==> config.mk <==
export PLATFORM = sky130hd
export DESIGN_NAME = fpc_top
export DESIGN_NICKNAME = d
export VERILOG_FILES = /design/src/common/fpc_pkg.sv /design/src/common/fpc_chk_if.sv /design/src/hdl/fpc_check.sv /design/src/hdl/fpc_top.sv
export SDC_FILE = /design/constraint.sdc
export NUM_CORES = 1
export LEC_CHECK = 0
export ABC_AREA = 1
export BUFFER_PORTS_ARGS = -buffer_cell sky130_fd_sc_hd__buf_4
export CORE_MARGIN = 2
export CORE_UTILIZATION = 55
export CTS_BUF_LIST = sky130_fd_sc_hd__clkbuf_8
export DETAILED_ROUTE_END_ITERATION = 10
export PLACE_DENSITY = 0.83
export SETUP_SLACK_MARGIN = 0.3
export SYNTH_ARGS = -nofsm -noshare
export SYNTH_HDL_FRONTEND = slang
export SYNTH_HIERARCHICAL = 1
export SYNTH_SLANG_ARGS = --single-unit
==> constraint.sdc <==
create_clock -name sys_clk_in -period 3.6 [get_ports sys_clk_in]
set_input_delay 0.36 -clock sys_clk_in [delete_from_list [all_inputs] [get_ports sys_clk_in]]
set_output_delay 0.36 -clock sys_clk_in [all_outputs]
set_load 0.05 [all_outputs]
==> src/common/fpc_pkg.sv <==
// package: constants and types for the flash program/erase parameter checker
package fpc_pkg;
    localparam logic [7:0] KEY_OK_VALUE = 8'h5A;
    localparam int BIT_SF = 0;
    localparam int BIT_WA = 1;
    localparam int BIT_WD = 2;
    localparam int BIT_EB = 3;
    localparam int BIT_FK = 4;
    localparam int BIT_EE = 5;
    localparam int BIT_MD = 6;
    localparam int BIT_RSV7 = 7;
    localparam logic [6:0] ALIGN_MASK = 7'h7F;
    localparam logic [7:0] BLOCK_MAX = 8'h0F;
    localparam logic [31:0] FLASH_BASE = 32'h00000000;
    localparam logic [31:0] FLASH_LAST = 32'h0003FFFF;
    localparam logic [31:0] ROUTINE_RAM_BASE = 32'h00FF0800;
    localparam logic [31:0] ROUTINE_RAM_LAST = 32'h00FF17FF;
    localparam logic [7:0] RESULT_RESET = 8'h00;
    typedef enum logic [1:0] {
        FPC_IDLE = 2'b00,
        FPC_CHECK = 2'b01,
        FPC_ACT = 2'b10,
        FPC_DONE = 2'b11
    } fpc_state_t;
endpackage

==> src/common/fpc_chk_if.sv <==
// interface: operands and flags between top and the checker
`timescale 1ns/1ps
interface fpc_chk_if;
    logic is_erase;
    logic [7:0] key;
    logic prot;
    logic [31:0] src;
    logic [31:0] dst;
    logic [31:0] blk_sel;
    logic [7:0] flags;
    modport top (output is_erase, key, prot, src, dst, blk_sel, input flags);
    modport chk (input is_erase, key, prot, src, dst, blk_sel, output flags);
endinterface

==> src/hdl/fpc_check.sv <==
// combinational parameter checker producing error flags
`timescale 1ns/1ps
module fpc_check (
    fpc_chk_if.chk c
);
    import fpc_pkg::*;

    function automatic logic in_range(input logic [31:0] a, input logic [31:0] lo, input logic [31:0] hi);
        in_range = (a >= lo) && (a <= hi);
    endfunction

    always_comb begin
        c.flags = RESULT_RESET;
        c.flags[BIT_FK] = (c.key != KEY_OK_VALUE);
        c.flags[BIT_MD] = c.prot;
        if (c.is_erase) begin
            // only the low byte is the block number; upper bits are ignored
            c.flags[BIT_EB] = (c.blk_sel[7:0] > BLOCK_MAX);
        end else begin
            c.flags[BIT_WD] = in_range(c.src, FLASH_BASE, FLASH_LAST)
                || in_range(c.src, ROUTINE_RAM_BASE, ROUTINE_RAM_LAST);
            c.flags[BIT_WA] = !in_range(c.dst, FLASH_BASE, FLASH_LAST)
                || ((c.dst[6:0] & ALIGN_MASK) != 7'h00);
        end
    end
endmodule

==> src/hdl/fpc_top.sv <==
// top: flash program/erase parameter check and result encoding
`timescale 1ns/1ps
// Functional notes
// - before programming, key bit 4 set when key differs from 5A
// - programming result bits 3 and 7 always read zero
// - bit 2 set when source lies in flash or routine RAM
// - bit 1 set when destination lies outside flash
// - bit 1 also set when destination low seven bits nonzero
// - bit 0 reports program outcome, 1 on abnormal end
// - block number in bits 7..0, values 0..15 pick one block
// - block numbers above 15 are errors and nothing is erased
// - erase result byte has bit 7 zero
// - before erase, key bit 4 set when key differs from 5A
// - erase bit 3 set when block number out of range
// - erase bit 0 reports outcome; bits 2 and 1 read zero
// - bit 6 set when flash error protection is active
module fpc_top (
    input wire logic sys_clk_in,
    input wire logic rst_in,
    input wire logic prog_req_in,
    input wire logic erase_req_in,
    input wire logic [7:0] flash_key_value_in,
    input wire logic flash_error_protect_state_in,
    input wire logic [31:0] src_addr_in,
    input wire logic [31:0] dst_addr_in,
    input wire logic [31:0] erase_block_select_in,
    input wire logic op_fail_in,
    output logic [7:0] op_pass_fail_result_out,
    output logic done_out,
    output logic busy_out,
    output logic prog_start_out,
    output logic erase_start_out,
    output logic [3:0] erase_block_number_out
);
    import fpc_pkg::*;

    fpc_chk_if c ();
    fpc_state_t state_ff, nxt_state;
    logic is_erase_ff, nxt_is_erase;
    logic [7:0] key_ff, nxt_key;
    logic prot_ff, nxt_prot;
    logic [31:0] src_ff, nxt_src;
    logic [31:0] dst_ff, nxt_dst;
    logic [31:0] blk_ff, nxt_blk;
    logic [7:0] result_ff, nxt_result;
    logic done_ff, nxt_done;
    logic busy_ff, nxt_busy;
    logic pstart_ff, nxt_pstart;
    logic estart_ff, nxt_estart;
    logic [3:0] bnum_ff, nxt_bnum;
    logic any_err;
    logic take_req;
    logic chk_fail;
    logic chk_pass;
    logic finish_op;

    assign c.is_erase = is_erase_ff;
    assign c.key = key_ff;
    assign c.prot = prot_ff;
    assign c.src = src_ff;
    assign c.dst = dst_ff;
    assign c.blk_sel = blk_ff;

    fpc_check u_check (
        .c(c)
    );

    // reserved bits never reach the result since the checker leaves them zero
    assign any_err = |c.flags;

    // a request raised while busy is dropped without any indication
    assign take_req = (state_ff == FPC_IDLE) && (prog_req_in || erase_req_in);
    assign chk_fail = (state_ff == FPC_CHECK) && any_err;
    assign chk_pass = (state_ff == FPC_CHECK) && !any_err;
    assign finish_op = (state_ff == FPC_DONE);

    // reserved positions forced low here too, so a checker change cannot leak them
    function automatic logic [7:0] error_result(input logic [7:0] flags, input logic erase_op);
        error_result = flags;
        error_result[BIT_RSV7] = 1'b0;
        error_result[BIT_EE] = 1'b0;
        if (erase_op) begin
            error_result[BIT_WD] = 1'b0;
            error_result[BIT_WA] = 1'b0;
        end else begin
            error_result[BIT_EB] = 1'b0;
        end
        error_result[BIT_SF] = 1'b1;
    endfunction

    // a clean finish carries only the engine's verdict
    function automatic logic [7:0] done_result(input logic fail);
        done_result = RESULT_RESET;
        done_result[BIT_SF] = fail;
    endfunction

    // sequencer: phase, busy level and the one-cycle strobes
    always_comb begin
        nxt_state = state_ff;
        nxt_busy = busy_ff;
        nxt_done = 1'b0;
        nxt_pstart = 1'b0;
        nxt_estart = 1'b0;
        case (state_ff)
            FPC_IDLE: begin
                if (take_req) begin
                    nxt_busy = 1'b1;
                    nxt_state = FPC_CHECK;
                end
            end
            FPC_CHECK: begin
                if (chk_fail) begin
                    // skip the action entirely on any parameter error
                    nxt_busy = 1'b0;
                    nxt_done = 1'b1;
                    nxt_state = FPC_IDLE;
                end else begin
                    nxt_pstart = !is_erase_ff;
                    nxt_estart = is_erase_ff;
                    nxt_state = FPC_ACT;
                end
            end
            FPC_ACT: begin
                nxt_state = FPC_DONE;
            end
            FPC_DONE: begin
                nxt_busy = 1'b0;
                nxt_done = 1'b1;
                nxt_state = FPC_IDLE;
            end
            default: begin
                nxt_busy = 1'b0;
                nxt_state = FPC_IDLE;
            end
        endcase
    end

    always_ff @(posedge sys_clk_in) begin
        if (rst_in) begin
            state_ff <= FPC_IDLE;
            busy_ff <= 1'b0;
            done_ff <= 1'b0;
            pstart_ff <= 1'b0;
            estart_ff <= 1'b0;
        end else begin
            state_ff <= nxt_state;
            busy_ff <= nxt_busy;
            done_ff <= nxt_done;
            pstart_ff <= nxt_pstart;
            estart_ff <= nxt_estart;
        end
    end

    // operands are frozen at the taking edge so the caller may move on
    always_comb begin
        nxt_is_erase = is_erase_ff;
        nxt_key = key_ff;
        nxt_prot = prot_ff;
        nxt_src = src_ff;
        nxt_dst = dst_ff;
        nxt_blk = blk_ff;
        if (take_req) begin
            // program wins if both requests arrive together
            nxt_is_erase = !prog_req_in;
            nxt_key = flash_key_value_in;
            nxt_prot = flash_error_protect_state_in;
            nxt_src = src_addr_in;
            nxt_dst = dst_addr_in;
            nxt_blk = erase_block_select_in;
        end
    end

    always_ff @(posedge sys_clk_in) begin
        if (rst_in) begin
            is_erase_ff <= 1'b0;
            key_ff <= 8'h00;
            prot_ff <= 1'b0;
            src_ff <= 32'h00000000;
            dst_ff <= 32'h00000000;
            blk_ff <= 32'h00000000;
        end else begin
            is_erase_ff <= nxt_is_erase;
            key_ff <= nxt_key;
            prot_ff <= nxt_prot;
            src_ff <= nxt_src;
            dst_ff <= nxt_dst;
            blk_ff <= nxt_blk;
        end
    end

    // result byte and block number hold until the next update
    always_comb begin
        nxt_result = result_ff;
        nxt_bnum = bnum_ff;
        if (chk_fail) begin
            nxt_result = error_result(c.flags, is_erase_ff);
        end else if (chk_pass) begin
            nxt_bnum = blk_ff[3:0];
        end else if (finish_op) begin
            // engine reports completion level; zero means clean finish
            nxt_result = done_result(op_fail_in);
        end
    end

    always_ff @(posedge sys_clk_in) begin
        if (rst_in) begin
            result_ff <= RESULT_RESET;
            bnum_ff <= 4'h0;
        end else begin
            result_ff <= nxt_result;
            bnum_ff <= nxt_bnum;
        end
    end

    assign op_pass_fail_result_out = result_ff;
    assign done_out = done_ff;
    assign busy_out = busy_ff;
    assign prog_start_out = pstart_ff;
    assign erase_start_out = estart_ff;
    assign erase_block_number_out = bnum_ff;
endmodule

==> results.yml <==
run_status:
  outcome: "complete, no violations"
cts:
  cts_tree: "done"
  ctsResizeCount: 0
  cts_max_level: 3
  cts_made_buffers: 9
  clk_latency_ps: 340
  cts_setup_buffers: 0
  cts_hold_buf: 0
  clk_pin_slew_ps: 70
  clock-root-buffer: "clkbuf_8"
  clockBufferDepth: 2
  cts_sinks: 76
sta:
  fin_ws_ps: 1640
  drv_slew: 0
  fmax_ghz: 0.509
  period_share_pct: 54.6
  setup_tns_ps: 0
  worst_slew_pin_slew_ps: 874
  setup_viol: 0
  finalHoldViolCount: 0
  skew_ps: 6.56
  fin_crit_ps: 1960
  rsz0062_at_grt: "no"
  fin_hold_ws_ps: 205
  max_slew_margin_pct: 41.7
synth:
  synth.avg_cell_area_um2: 7.33
  synth_cells: 430
  syn-cell-area_mm2: 0.00315
  synth-warning-count: 6
route:
  wl_um: 6320
  drcViolationCount: 0
  ant_nets: 0
  drt_pass1_iterations: 4
  viasPerCell: 4.85
  drt_iter0_markers: 131
  vias: 2733
  wl_per_cell_um: 11.2
placement:
  placed_area_mm2: 0.00361
  place_ws_ps: 1640
  gp_congestion: 0.757
  hpwl_um: 4290
  dp_cells: 547
  port_buffers: 77
global_route:
  gr-total-overflow: 0
  grt_max_degree: 68
  grt_pass1_vias: 2563
  grt_pass1_wl_um: 10500
  antenna_found_initial: 0
  grt.total_usage_pct: 21.2
critical_path:
  start_kind: "flip-flop"
  worst_ep_arrival_time_ps: 2240
  rr_startpoint: "state_ff[0]"
  path_class: "reg2reg"
  critPathCaptureType: "flip-flop"
  path_max_fanout: 61
  required_ps: 3870
  startpoint: "state_ff[0]"
floorplan:
  die_y_um: 79.7
  die_area_mm2: 0.00635
  core_area_mm2: 0.00551
  num_io_pins: 126
  chipWidth_um: 79.7
  num_rows: 27
  start_util_pct: 57.2
run:
  cap_violations: 0
cells_and_area:
  stdcell_area_mm2: 0.00380
  multiInputGateArea_mm2: 0.00133
  instances_no_fill: 563
  register_area_mm2: 0.00152
  fillCellCount: 476
  synthToLayoutAreaGrowth_pct: 20.5
  layout-drive-gt1-share_pct: 20.4
  diodes: 0
  final_util_pct: 68.9
  fin_nets: 601
power_and_ir_drop:
  worst_ir_drop_vdd_v: 0.000347
  pwr_density_cell_mw_per_mm2: 569
  p_leak_nw: 1.76
  fin_total_pwr_mw: 2.16
worst_hold_path:
  hp-start: "prog_req_in"
  hp-class: "in2reg"
==> area by class of cell <==
cell class	instances	share of cell area [%]
Inverter	22	2.24
Clock inverter	4	0.626
Tap cell	72	2.37
Multi-Input combinational cell	300	35.1
Timing Repair Buffer	77	15.2
Clock buffer	12	4.35
Sequential cell	76	40.1
==> final timing paths <==
kind	endpoint	slack, ps	cells past startpoint
max	c.is_erase	1640	6
max reg2reg	c.is_erase	1640	6
min reg2reg	op_pass_fail_result_out[0]	480	2
min	c.is_erase	210	2
==> metal layers <==
layer	vias up	track usage [%]	part of all wire (%)
met5	-	0	0
met4	0	11.6	2.0
met3	11	3.85	5.6
met2	67	37.0	48
met1	1204	24.3	45
li1	1451	-	-
==> sequential cells by signal (all words and copies together) (netlist names), named ones only <==
register,count
busy_out,1
c.is_erase,1
c.prot,1
erase_block_number_out,4
state_ff,1
blk_ff,8
prog_start_out,1
op_pass_fail_result_out,6
erase_start_out,1
done_out,1
c.src,21
c.dst,21
c.key,8
==> power breakdown <==
group / switching, mW / internal, mW
logic: 0.323 / 0.194
clock network: 0.293 / 0.303
registers: 0.0737 / 0.974
==> cells in the final DEF, fill, tap and decap left out <==
cell type,instances
a211oi_1,1
a21oi_1,12
buf_4,77
clkbuf_8,12
clkinv_2,1
clkinvlp_4,2
conb_1,5
dfxtp_1,76
ha_1,5
inv_1,21
inv_2,1
inv_4,1
nand2_1,29
nand2_2,1
nand2_4,1
nand3_1,8
nand3_2,1
nand3b_1,1
nand4_1,1
nor2_1,160
nor2_2,1
nor3_1,4
nor3b_2,1
nor4_1,1
o21ai_0,63
o21ai_1,2
o21ai_2,1
o31ai_1,1
or2_1,1
==> critical path, stage by stage (launching register included) <==
cell,delay [ps]
dfxtp_1,340
inv_1,150
ha_1,240
nand2_4,290
inv_4,570
o21ai_0,140
a21oi_1,140
Power figures use the tool's default switching activity.
